### config.mk
export PLATFORM = sky130hd
export DESIGN_NAME = ramp_position_threshold_regs
export DESIGN_NICKNAME = d
export VERILOG_FILES = /design/src/ramp_position_threshold_regs.v /design/src/stall_blank_timer.v
export VERILOG_INCLUDE_DIRS = /design/src
export SDC_FILE = /design/constraint.sdc
export NUM_CORES = 1
export LEC_CHECK = 0
export ABC_AREA = 1
export CAP_MARGIN = 0
export CORE_ASPECT_RATIO = 1.75
export CORE_UTILIZATION = 55
export DETAILED_ROUTE_END_ITERATION = 8
export DONT_BUFFER_PORTS = 1
export GPL_TIMING_DRIVEN = 0
export PLACE_DENSITY = 0.7
export REMOVE_ABC_BUFFERS = 1
export SETUP_SLACK_MARGIN = 0.4
export SYNTH_ARGS = -nofsm -noshare
export SYNTH_HDL_FRONTEND = slang
export SYNTH_SLANG_ARGS = --single-unit
### constraint.sdc
create_clock -name sys_clk -period 3 [get_ports sys_clk]
set_input_delay 0 -clock sys_clk [delete_from_list [all_inputs] [get_ports sys_clk]]
set_output_delay 0 -clock sys_clk [all_outputs]
set_load 0.005 [all_outputs]
### src/ramp_position_threshold_regs.vh
// Register map and constants for the per-motor threshold/position bank
// Included by the design files; holds definitions only
`ifndef RAMP_POSITION_THRESHOLD_REGS_VH
`define RAMP_POSITION_THRESHOLD_REGS_VH
// Printed offsets are register indices; byte address is index times four
`define IDX_THRESHOLD       8'h17
`define IDX_POSITION        8'h18
`define IDX_VELOCITY        8'h19
`define IDX_ACCEL           8'h1A
`define IDX_MOTION_CTRL     8'h30
`define IDX_MOTION_STATUS   8'h31
`define THRESHOLD_W         20
`define VELOCITY_W          24
`define ACCEL_W             24
`define THRESHOLD_RST       20'h00000
`define POSITION_RST        32'h00000000
`define VELOCITY_RST        24'h000000
`define ACCEL_RST           24'h000000
// Motion control register fields
`define CTRL_HS_CHOP_BIT    0
`define CTRL_HS_FULLSTEP_BIT 1
`define CTRL_POS_MODE_BIT   2
`define CTRL_W              3
`define CTRL_RST            3'h0
// Motion status register fields
`define STAT_HIGH_SPEED_BIT 0
`define STAT_STALL_BLANK_BIT 1
`define STAT_START_BIT      2
// Stall blanking length in electrical periods (two to three)
`define BLANK_PERIODS       2'h3
`define BLANK_CNT_W         2
`define BLANK_CNT_ZERO      2'h0
`define BLANK_CNT_LAST      2'h1
// Zero padding above narrow fields on reads; velocity is sign extended by VELOCITY_EXT_W bits
`define THRESHOLD_PAD       12'h000
`define ACCEL_PAD           8'h00
`define CTRL_PAD            29'h00000000
`define VELOCITY_EXT_W      8
`endif

### src/ramp_position_threshold_regs.v
// APB register bank: high-speed threshold, position, velocity, acceleration
// Assumes ramp generator and step timer on sys_clk; APB on sys_clk
//
// Implementation choice: the APB slave port.
`timescale 1ns/1ps
`include "ramp_position_threshold_regs.vh"
module ramp_position_threshold_regs (
  // Clock and reset
  input  wire        sys_clk,
  input  wire        nrst,
  // APB slave
  input  wire        psel,
  input  wire        penable,
  input  wire        pwrite,
  input  wire [9:0]  paddr,
  input  wire [31:0] pwdata,
  output reg  [31:0] prdata,
  output reg         pready,
  output reg         pslverr,
  // Ramp generator and step timer
  input  wire [19:0] measured_step_period,
  input  wire        electrical_period_tick,
  input  wire [31:0] target_position,
  input  wire        ramp_allows_motion,
  input  wire [23:0] ramp_velocity,
  input  wire [23:0] ramp_accel,
  input  wire        ramp_position_step,
  input  wire        ramp_position_dir_neg,
  // Chopper and driver controls
  output reg         current_reduction_disable,
  output reg         voltage_pwm_disable,
  output reg         chopper_mode_select,
  output reg         fast_decay_zero,
  output reg         full_step_mode,
  output reg         stall_detect_blank,
  output reg         motion_start,
  output reg  [31:0] position_out
);
  // Software visible state
  reg  [`THRESHOLD_W-1:0] threshold_q;
  reg  [31:0]             position_q;
  reg  [`CTRL_W-1:0]      ctrl_q;

  // Copies of ramp generator state
  reg  [`VELOCITY_W-1:0]  velocity_q;
  reg  [`ACCEL_W-1:0]     accel_q;

  // Speed band and motion start tracking
  reg                     high_speed_q;
  reg                     start_pending_q;
  wire                    high_speed_d;
  wire                    crossing;
  wire                    blank_q;

  // Bus decode
  wire [7:0]              idx;
  wire                    wr_en;
  wire                    rd_en;
  wire                    pos_wr;

  // Read path
  reg  [31:0]             rd_d;
  reg                     err_d;

  // Address decode; low address bits ignored, one word per register
  // Write strobe only in the first access cycle, so a held access
  // phase never stores twice
  assign idx   = paddr[9:2];
  assign wr_en = psel && penable && pwrite && !pready;
  assign rd_en = psel && penable && !pwrite && !pready;
  assign pos_wr = wr_en && (idx == `IDX_POSITION);

  // threshold compare
  // Equal period counts as high speed
  assign high_speed_d = (measured_step_period <= threshold_q);
  // either direction crossing
  // Compared with the registered band, so each change gives one pulse
  assign crossing = (high_speed_d != high_speed_q);

  // Threshold and control registers
  always @(posedge sys_clk) begin
    if (!nrst) begin
      threshold_q <= `THRESHOLD_RST;
      ctrl_q      <= `CTRL_RST;
    end else if (wr_en) begin
      if (idx == `IDX_THRESHOLD)
        threshold_q <= pwdata[`THRESHOLD_W-1:0];
      if (idx == `IDX_MOTION_CTRL)
        ctrl_q <= pwdata[`CTRL_W-1:0];
    end
  end

  always @(posedge sys_clk) begin
    if (!nrst) begin
      position_q <= `POSITION_RST;
    end else if (pos_wr) begin
      position_q <= pwdata;
    end else if (ramp_position_step) begin
      position_q <= ramp_position_dir_neg ? position_q - 32'h1 : position_q + 32'h1;
    end
  end

  always @(posedge sys_clk) begin
    if (!nrst) begin
      velocity_q <= `VELOCITY_RST;
      accel_q    <= `ACCEL_RST;
    end else begin
      velocity_q <= ramp_velocity;
      accel_q    <= ramp_accel;
    end
  end

  // start on position write
  // Compare uses the freshly stored position, one cycle after the write
  // Start is a single pulse; a held level would restart every cycle
  always @(posedge sys_clk) begin
    if (!nrst) begin
      start_pending_q <= 1'b0;
      motion_start    <= 1'b0;
    end else begin
      start_pending_q <= pos_wr && ctrl_q[`CTRL_POS_MODE_BIT];
      motion_start    <= start_pending_q && (position_q != target_position)
                         && ramp_allows_motion;
    end
  end

  // Speed state and driver controls
  always @(posedge sys_clk) begin
    if (!nrst) begin
      high_speed_q              <= 1'b0;
      current_reduction_disable <= 1'b0;
      voltage_pwm_disable       <= 1'b0;
      chopper_mode_select       <= 1'b0;
      fast_decay_zero           <= 1'b0;
      full_step_mode            <= 1'b0;
      stall_detect_blank        <= 1'b0;
      position_out              <= `POSITION_RST;
    end else begin
      high_speed_q              <= high_speed_d;
      current_reduction_disable <= high_speed_d;
      voltage_pwm_disable       <= high_speed_d;
      chopper_mode_select       <= high_speed_d && ctrl_q[`CTRL_HS_CHOP_BIT];
      fast_decay_zero           <= high_speed_d && ctrl_q[`CTRL_HS_CHOP_BIT];
      full_step_mode            <= high_speed_d && ctrl_q[`CTRL_HS_FULLSTEP_BIT];
      stall_detect_blank        <= blank_q || crossing;
      position_out              <= position_q;
    end
  end

  // Blanking timer
  stall_blank_timer u_blank (
    .sys_clk     (sys_clk),
    .nrst        (nrst),
    .crossing    (crossing),
    .period_tick (electrical_period_tick),
    .blank_q     (blank_q)
  );

  // Read mux and decode
  always @* begin
    rd_d  = 32'h00000000;
    err_d = 1'b0;
    case (idx)
      `IDX_THRESHOLD:     rd_d = {`THRESHOLD_PAD, threshold_q};
      `IDX_POSITION:      rd_d = position_q;
      `IDX_VELOCITY:      rd_d = {{`VELOCITY_EXT_W{velocity_q[`VELOCITY_W-1]}}, velocity_q};
      `IDX_ACCEL:         rd_d = {`ACCEL_PAD, accel_q};
      `IDX_MOTION_CTRL:   rd_d = {`CTRL_PAD, ctrl_q};
      `IDX_MOTION_STATUS: begin
        rd_d[`STAT_HIGH_SPEED_BIT]  = high_speed_q;
        rd_d[`STAT_STALL_BLANK_BIT] = stall_detect_blank;
        rd_d[`STAT_START_BIT]       = motion_start;
      end
      default:            err_d = 1'b1;
    endcase
  end

  // APB answer, one wait state
  // Ready pulses for one cycle; read data stays until the next read
  // Unmapped index answers with error and zero data, writes dropped
  always @(posedge sys_clk) begin
    if (!nrst) begin
      pready  <= 1'b0;
      pslverr <= 1'b0;
      prdata  <= 32'h00000000;
    end else begin
      pready  <= psel && penable && !pready;
      pslverr <= psel && penable && !pready && err_d;
      if (rd_en)
        prdata <= err_d ? 32'h00000000 : rd_d;
    end
  end
endmodule

### src/stall_blank_timer.v
// Stall detection blanking timer after a threshold crossing
// Assumes a one-cycle electrical period pulse from the commutation logic
`timescale 1ns/1ps
`include "ramp_position_threshold_regs.vh"
module stall_blank_timer (
  // Clock and reset
  input  wire       sys_clk,
  input  wire       nrst,
  // Events
  input  wire       crossing,
  input  wire       period_tick,
  // Result
  output reg        blank_q
);
  reg [`BLANK_CNT_W-1:0] cnt_q;

  always @(posedge sys_clk) begin
    if (!nrst) begin
      cnt_q   <= `BLANK_CNT_ZERO;
      blank_q <= 1'b0;
    end else if (crossing) begin
      // New crossing restarts the full blanking span
      cnt_q   <= `BLANK_PERIODS;
      blank_q <= 1'b1;
    end else if (period_tick && cnt_q != `BLANK_CNT_ZERO) begin
      cnt_q   <= cnt_q - `BLANK_CNT_LAST;
      blank_q <= (cnt_q != `BLANK_CNT_LAST);
    end
  end
endmodule

After elaboration in Yosys (flattened, before gate mapping)
Index checks and enable logic that the tools add are counted.
{ "totals": {"regBits": 178, "in_bits": 151, "out_inout_bits": 73, "word_cells": 64} }
{ "op_classes": {"addsub": 3, "order_cmp": 1, "n_eq_ne": 9, "n_mux": 11, "reduce_logical": 23} }
{ "ops": {"columns": ["cell", "n"], "rows": [
  ["$mux W32", 4],
  ["$pmux W29 S4", 1],
  ["$add A32 B1 Y32 const B", 1],
  ["$eq A8 B5 Y1 const B", 4],
  ["$ne A32 B32 Y1", 1],
  ["$sub A32 B1 Y32 const B", 1],
  ["$le A20 B20 Y1", 1],
  ["$pmux W3 S6", 1],
  ["$eq A8 B6 Y1 const B", 2],
  ["$logic_and A1 B1 Y1", 14],
  ["$reduce_bool A2 Y1", 3],
  ["$reduce_or A6 Y1", 1],
  ["$mux W2", 2],
  ["$reduce_and A2 Y1", 2],
  ["$mux W1", 3],
  ["$logic_not A1 Y1", 2],
  ["$ne A2 B1 Y1 const B", 1],
  ["$sub A2 B1 Y2 const B", 1],
  ["$logic_or A1 B1 Y1", 1],
  ["$ne A1 B1 Y1", 1]
]} }

Depth between registers and ports, before layout
Gate-level depths: netlist of run 1.
{ "depth": {"word_depth": 5, "depth_mapped": 15, "depth_no_buf": 15} }

Hierarchy
A second synthesis of run 1 with hierarchy kept.
{ "unflattened": {"hier_cells": 1514, "hier_area_um2": 9917.0} }
{ "by_module_without_submodules": {"columns": ["mod", "instances", "cells_per_inst", "area_each_um2", "seq_area_each_um2"], "rows": [
  ["ramp_position_threshold_regs", 1, 1490, 9751.9, 3503.4],
  ["stall_blank_timer", 1, 24, 165.2, 60.1]
]} }

Worst setup path after synthesis of run 1
OpenSTA, ideal clock, no wires.
{ "synth_path": {"path_kind": "register -> register", "from": "reg position_q[3]", "to": "reg position_q[28]", "setup_ps": 112, "arrival_time_ps": 1621, "required_time_ps": 2888, "path_slack_ps": 1267, "path_stages_with_launch": 12, "n_path_buf": 0, "synth_period_minus_slack_ps": 1733, "path_cell_list": "dfxtp_1 -> ha_1 -> or2_2 -> and2_1 -> nand3_1 -> nand3b_1 -> nand2_1 -> nand2_1 -> nand2_1 -> nand3_1 -> nand2_1 -> nand2_1"} }
{ "synth_via": {"elab_chain_len": 4, "elab_cells_between_ends": 5, "cone_classes": "add/sub (2); mux (3)"} }
{ "synth_rtl": {"columns": ["item", "line", "source"], "rows": [
  ["start, declared", "ramp_position_threshold_regs.v:41", "reg [31:0] position_q;"],
  ["start signal, assigned", "ramp_position_threshold_regs.v:95", "position_q <= `POSITION_RST;"],
  ["start signal, assigned", "ramp_position_threshold_regs.v:97", "position_q <= pwdata;"],
  ["start signal, assigned", "ramp_position_threshold_regs.v:99", "position_q <= ramp_position_dir_neg ? position_q - 32'h1 : position_q + 32'h1;"],
  ["$add A32 B1 Y32 / $sub A32 B1 Y32 (equally long branches)", "ramp_position_threshold_regs.v:99", null],
  ["$mux W32 (*)", "ramp_position_threshold_regs.v:99", null],
  ["$mux W32 (*)", "ramp_position_threshold_regs.v:98", "end else if (ramp_position_step) begin"],
  ["$mux W32 (*)", "ramp_position_threshold_regs.v:96", "end else if (pos_wr) begin"]
]} }
Mark *: on every way between the ends. The rest lies on a longest branch, timed or not. The select of a mux whose other input is x is not followed.
A chain may end at the register's enable or synchronous reset.

Worst setup path after layout of run 1
{ "layout_path": {"from": "reg position_q[3]", "to": "reg motion_start"} }
{ "layout_via": {"elab_chain_len": 3} }
{ "layout_rtl": {"columns": ["item", "line", "source"], "rows": [
  ["$ne A32 B32 Y1", "ramp_position_threshold_regs.v:122", "motion_start <= start_pending_q && (position_q != target_position)"],
  ["$logic_and A1 B1 Y1", "ramp_position_threshold_regs.v:122", null],
  ["$logic_and A1 B1 Y1", "ramp_position_threshold_regs.v:123", "&& ramp_allows_motion;"],
  ["end signal, assigned", "ramp_position_threshold_regs.v:122", null],
  ["end, declared", "ramp_position_threshold_regs.v:36", "output reg motion_start,"]
]} }
No other way between the ends.

==> results of run 1 <==
## routing by layer
layer,global-route usage,vias to the layer above
met5,0,-
met4,0.255,0
met3,0.0609,147
met2,0.656,440
met1,0.355,4461
li1,-,4871
## report_power, final
group,switching (W),leakage [nW],total [W],internal (W)
Combinational,0.000739,4.28,0.00124,0.000503
Sequential,0.000147,1.46,0.00264,0.00250
Clock,0.00104,0.273,0.00229,0.00125
Total,0.00192,6.01,0.00617,0.00425
## cells by family (layout without fill, tap and decap cells)
group	Yosys count	count (layout)
flip-flops	178	178
other	0	1
AND/OR/NAND/NOR	719	720
adder cells (fa/ha/maj)	53	53
AO/OA/AOI/OAI	199	199
XOR/XNOR	39	39
buffers and inverters	309	432
## synth_stat cells, drive strengths merged
master   count
o2111ai     14
a21o         2
buf         20
o21ai       50
nand2      525
or2          5
o221ai       2
a21oi      106
o211ai       1
a22oi        5
dfxtp      178
ha          52
xnor2       23
o21a         3
xor2        16
a211oi       2
nor2        98
nand3       59
inv        265
a31oi        3
nor3        10
fa           1
and2         1
nor4         2
o22ai        7
nand4       13
nand3b       6
clkbuf      24
o21bai       4
## cell type report
type | instances | area share
clock buffer | 17 | 0.0356
timing repair inverter | 1 | 0.000628
antenna | 1 | 0.000209
clock inverter | 15 | 0.0143
inverter | 265 | 0.0843
tap | 231 | 0.0242
timing repair buffer | 134 | 0.114
sequential | 178 | 0.298
multi-input combinational | 1011 | 0.429
## worst max path at each step
| stage | end | slack, ns | cells past startpoint |
|---|---|---|---|
| 6_report | motion_start | 0.43 | 7 |
| 5_1_grt | prdata[5] | 0.50 | 6 |
| 4_1_cts | position_q[0] | 0.48 | 8 |
| 3_5_place_dp | prdata[4] | 0.21 | 6 |
| 3_3_place_gp | prdata[29] | -0.55 | 6 |
| 2_1_floorplan | prdata[10] | 0.85 | 6 |
## through the flow
step	util	setup slack [ns]	std cells	area, um^2
after floorplan	-	0.846	1453	9690
after global placement	0.569	-0.549	1684	9980
after detailed placement	0.570	0.214	1685	10000
after CTS	0.682	0.480	1851	12000
after global routing	0.682	0.497	1853	12000
final	0.682	0.434	1853	12000
## registers in the layout (all words and copies together) (netlist names), 2 cells and up
signal / count
accel_q: 24
ctrl_q: 3
position_out: 32
position_q: 32
prdata: 32
threshold_q: 20
u_blank.cnt_q: 2
velocity_q: 24
## worst max-delay path: stages, from the launching register on
cell,delay (ns)
dfxtp_1,0.47
xnor2_1,0.15
nand2_1,0.07
nor3_1,0.49
nand4_1,0.42
nor2_1,0.21
nor2_1,0.06
dlygate4sd3_1,0.58
## what timing repair did
action / in CTS / in global routing
resized for setup: 2 / 0
cloned: 2 / 0
endpoints found under the setup margin: 29 / 1
hold endpoints to repair: 176 / 0
buffers inserted: 1 / 1
pin swaps: 1 / 1
hold buffers: 131 / 0
==> results.toml, run 1 <==
[logic_synthesis]
synth_seq_area_share = 0.359
synthAdderAreaFrac = 0.0675
yosys.area.top_type = "dfxtp_1"
muxShareOfSynthArea = 0
synth_top_family_by_area = "simple AND/OR/NAND/NOR gates"
yosysWarnings = 0
avgSynthCellArea_um2 = 6.63
yosys.area_share.simple = 0.299
syn_inst = 1497
netlist-cell-type-count = 44
synth-xor-area-share = 0.0344
synth_top_area_frac = 0.359
synth_compound_area_frac = 0.114
synthTopCellsByArea = "dfxtp_1 36%, nand2_1 19%, inv_1 9.8%, ha_1 6.6%, a21oi_1 5.2%"
netlist_area_mm2 = 0.00993
ys_ff_latch = 178

[placed_design]
hpwlAfterDp_mm = 22.0
io_buffers = 0
routabilityCongestion = 0.929

[drt]
num_vias = 9919
wl_met3_mm = 1.90
routed.top_layer = "met4"
ant_nets = 0
drcViolationCount = 0
avgViaCountPerCell = 5.35
drt-total-wl_mm = 32.9
drt_pass1_iterations = 5
wl_met1_mm = 11.7
wl_per_cell_um = 17.7
wl_met2_mm = 17.0
drtIter0Drc = 657

[sta]
fin_skew_ns = 0.00813
setup_viol = 0
fmax_mhz = 390
period_share = 0.855
rsz0062_at_grt = "no"
relSlewSlack = 0.154
fin_crit_ns = 2.57
fin_setup_tns_ns = 0
slew_viol_final = 0
final_hold_viol_count = 0
fin_hold_ws_ns = 0.0248
tightest_slew_ns = 1.26

[cts]
cts.sinks = 178
root_buffer = "clkbuf_16"
clockBufferDepth = 2
htree_num_levels = 4
cts_buffers = 17
clock_latency_ns = 0.44
cts_tree = "built"
clk_pin_slew_ns = 0.07

[critical_path]
required_ns = 3.32
rr_worst_depth = 7
crit_path_end_kind = "flip-flop"
worstPathMaxFanout = 5
start_kind = "flip-flop"
critPathLaunch = "position_q[3]"
worstReg2RegEnd = "motion_start"
cp.arrival_ns = 2.89
r2r_start = "position_q[3]"
critPathKind = "flip-flop to flip-flop"
r2r_slack_ns = 0.43

[grt]
grt_pass1_vias = 10007
grt_max_degree = 84
antenna_found_initial = 1
overflow = 0
grt_util_all_layers = 0.355
grt_pass1_wl_mm = 50.9

[pwr]
p_per_area_mw_per_mm2 = 516
p_total_w = 0.00617
peakVddDrop_mv = 0.365
p_leak_nw = 6.01

[die]
dieArea_mm2 = 0.0186
start_util = 0.566
die_w_um = 104
coreArea_mm2 = 0.0175
io_pins = 224
die_y_um = 180
core.rowCount = 64

[cells_and_area]
fin_nets = 1812
final_common_cell = "nand2_1"
synthToLayoutAreaGrowth_pct = 20.5
multi_input_area_mm2 = 0.00513
seqCellArea_mm2 = 0.00356
fillCellCount = 1474
final_cell_mix = "515 x nand2_1, 256 x inv_1, 178 x dfxtp_1"
drive_gt1_frac = 0.0469

[worst_hold_path]
holdPathStages = 4
hp-start = "psel"
hold_path_end = "pready"
hp-class = "input port to flip-flop"

[flow_run]
cap_violations = 0

[status]
outcome = "finished clean"
(Power assumes the default switching activity.)
==> run 2, diff against run 1 <==
--- a/config.mk
+++ b/config.mk
@@ -10,6 +10,7 @@
 export CAP_MARGIN = 0
 export CORE_ASPECT_RATIO = 1.75
 export CORE_UTILIZATION = 55
+export CTS_CLUSTER_SIZE = 40
 export DETAILED_ROUTE_END_ITERATION = 8
 export DONT_BUFFER_PORTS = 1
 export GPL_TIMING_DRIVEN = 0
@@ -18,4 +19,5 @@
 export SETUP_SLACK_MARGIN = 0.4
 export SYNTH_ARGS = -nofsm -noshare
 export SYNTH_HDL_FRONTEND = slang
+export SYNTH_HIERARCHICAL = 1
 export SYNTH_SLANG_ARGS = --single-unit
==> run 2 against run 1 <==
Effect of this change:
- setup slack gained 0.080 ns
- the run now ends with negative hold slack left
- critical path depth did not move
- first-iteration DRC count decreased by 19%
- combinational power about the same
- cell count grew 0.16%
- fmax up 3.2%
- clock skew rose by 0.0018 ns
- flip-flop and latch count stayed put
- sequential share of layout area rose by 0.056 points
- critical endpoint is now prdata[26]
- routed wire length down 5.3%
- final area decreased by 0.19%
- highest routed layer unchanged
- global-route usage down 1.1 points
==> results.toml, run 2 <==
[cells_and_area]
stdcell_count = 1856
multi_input_area_mm2 = 0.00519
insertedDiodeCount = 0
final_cell_mix = "496 x nand2_1, 244 x inv_1, 178 x dfxtp_1"
fillCellCount = 1494
final_common_cell = "nand2_1"
seqCellArea_mm2 = 0.00356
design_area_mm2 = 0.0119
synthToLayoutAreaGrowth_pct = 20.4
fin_nets = 1816
reg_top3 = "position_out: 32 flops, position_q: 32 flops, prdata: 32 flops"
drive_gt1_frac = 0.0437

[die]
die_w_um = 104
die_y_um = 180
dieArea_mm2 = 0.0186
coreArea_mm2 = 0.0175
core.rowCount = 64
io_pins = 224
start_util = 0.565

[sta]
fin_crit_ns = 2.49
fin_hold_ws_ns = -0.00808
tightest_slew_ns = 0.956
setup_viol = 0
period_share = 0.829
final_hold_viol_count = 10
setup_ws_ns = 0.514
rsz0062_at_grt = "no"
slew_viol_final = 0
relSlewSlack = 0.361
fmax_mhz = 402
fin_skew_ns = 0.00988

[logic_synthesis]
synth_commonest_cells = "499 x nand2_1, 245 x inv_1, 178 x dfxtp_1"
synth_compound_area_frac = 0.106
muxShareOfSynthArea = 0
yosysWarnings = 6
yosys.area.top_type = "dfxtp_1"
synth_top_area_frac = 0.359
ys_ff_latch = 178
yosys.area_share.simple = 0.305
synth_seq_area_share = 0.359
synth-xor-area-share = 0.0397
synthTopCellsByArea = "dfxtp_1 36%, nand2_1 19%, inv_1 9.3%, ha_1 6.6%, nand3_1 5.6%"
netlist_area_mm2 = 0.00992
avgSynthCellArea_um2 = 6.55
netlist-cell-type-count = 39
synth_enable_flop_cells = 0
ys.flop_type = "dfxtp_1"
synth_top_family_by_area = "simple AND/OR/NAND/NOR gates"
post-synth-top-count-cell = "nand2_1"
async_flop_share = 0
synthAdderAreaFrac = 0.0676
syn_inst = 1514

[drt]
avgViaCountPerCell = 5.33
wl_per_cell_um = 16.8
drcViolationCount = 0
ant_nets = 0
drtIter0Drc = 533
num_vias = 9891
drt-total-wl_mm = 31.2
drt_pass1_iterations = 5

[cts]
clock_latency_ns = 0.45
htree_num_levels = 4
clockBufferDepth = 2
cts.sinks = 178
root_buffer = "clkbuf_16"
cts_tree = "built"
cts_buffers = 17
clk_pin_slew_ns = 0.07

[pwr]
p_per_area_mw_per_mm2 = 519
p_total_w = 0.00619
p_leak_nw = 6.02
peakVddDrop_mv = 0.524

[placed_design]
io_buffers = 0
hpwlAfterDp_mm = 21.0
routabilityCongestion = 0.930
place_area_mm2 = 0.00997
place_ws_ns = -1.26
dp_cells = 1693

[status]
outcome = "finished, violations left"
violations = "negative hold slack"

[critical_path]
r2r_slack_ns = 0.51
r2r_start = "pready"
worstReg2RegEnd = "prdata[26]"
crit_path_end_kind = "flip-flop"
rr_worst_depth = 7
worst_path_max_delay_cell = "clkinvlp_2"
critPathKind = "flip-flop to flip-flop"
cp-endpoint = "prdata[26]"
max_stage_delay_ns = 0.61
start_kind = "flip-flop"
path_cells = "nor2_1 -> dlygate4sd3_1 -> inv_1 -> nor2_4 -> clkinvlp_2 -> nand2_1 -> a21oi_1"
critPathLaunch = "pready"
worstPathMaxFanout = 14
required_ns = 3.30
cp.arrival_ns = 2.79

[worst_hold_path]
hp-class = "input port to flip-flop"

[grt]
grt_util_all_layers = 0.344
grt_pass1_wl_mm = 50.5
overflow = 0
grt_max_degree = 82
antenna_found_initial = 0
grt_pass1_vias = 10147

[flow_run]
cap_violations = 0
run 2: cell types whose count changed after synthesis, moves of 7 or more:
cell	previous run	this run
o21ai_0	43	55
nand3_1	58	110
nand2_1	515	499
buf_2	10	17
o21ai_1	3	12
o2111ai_1	14	0
inv_1	258	245
o22ai_2	0	8
run 2: cell type report:
class / count / share of cell area
timing repair buffer: 130 / 0.111
tap: 231 / 0.0242
clock buffer: 19 / 0.0379
inverter: 255 / 0.0810
sequential: 178 / 0.298
multi-input combinational: 1029 / 0.435
clock inverter: 13 / 0.0124
timing repair inverter: 1 / 0.000419
run 2: logic make-up (layout without fill, tap and decap cells):
logic type / after synthesis / in the layout
and+or+nand+nor: 740 / 741
buffers and inverters: 308 / 418
AOI/OAI and AO/OA: 190 / 190
DFF: 178 / 178
adders and majority gates: 53 / 53
xor gates and xnor gates: 45 / 45
run 2: what timing repair did:
item	CTS	global route
setup buffers	0	0
setup endpoints to repair	52	44
hold endpoints to repair	164	0
resized for setup	4	5
hold buffers	129	0
pin swaps	1	0
gates cloned	1	1
run 2: critical path, delay by kind of cell (launching register included):
kind	cells	cell delay [ns]
AOI/OAI and AO/OA	1	0.08
buffers and inverters	3	1.25
DFF	1	0.33
and+or+nand+nor	3	0.66
run 2: through the flow:
stage	hold WS (ns)	TNS [ns]	util
after CTS	0.00313	0	0.679
after floorplan	0.0935	0	-
after detailed placement	0.101	-33.50	0.569
after global routing	0.00759	0	0.681
after global placement	0.0984	-51.73	0.568
final	-0.00808	0	0.681
run 2: worst min-delay path by stage:
stage                     startpoint              to  slack (ns)  cells after the start
6_report                        nrst  position_q[22]      -0.008                      4
3_5_place_dp       ramp_velocity[16]  velocity_q[16]        0.10                      2
4_1_cts        ramp_position_dir_neg   position_q[5]       0.003                      4
5_1_grt                         nrst  position_q[21]       0.008                      4
2_1_floorplan                   nrst      accel_q[0]        0.09                      2
3_3_place_gp        ramp_velocity[5]   velocity_q[5]         0.1                      2
run 2: where the power goes:
group	switching, W	leakage [nW]	internal, W	total, W
sequential	0.000147	1.46	0.00250	0.00265
clock	0.00101	0.300	0.00129	0.00230
combinational	0.000742	4.26	0.000505	0.00125
total	0.00190	6.02	0.00429	0.00619
run 2: layer usage:
layer / share of wire / vias to the layer above / global-route usage
li1: - / 4903 / -
met1: 0.36 / 4467 / 0.350
met2: 0.51 / 393 / 0.626
met3: 0.068 / 128 / 0.0816
met4: 0.061 / 0 / 0.214
met5: 0 / - / 0
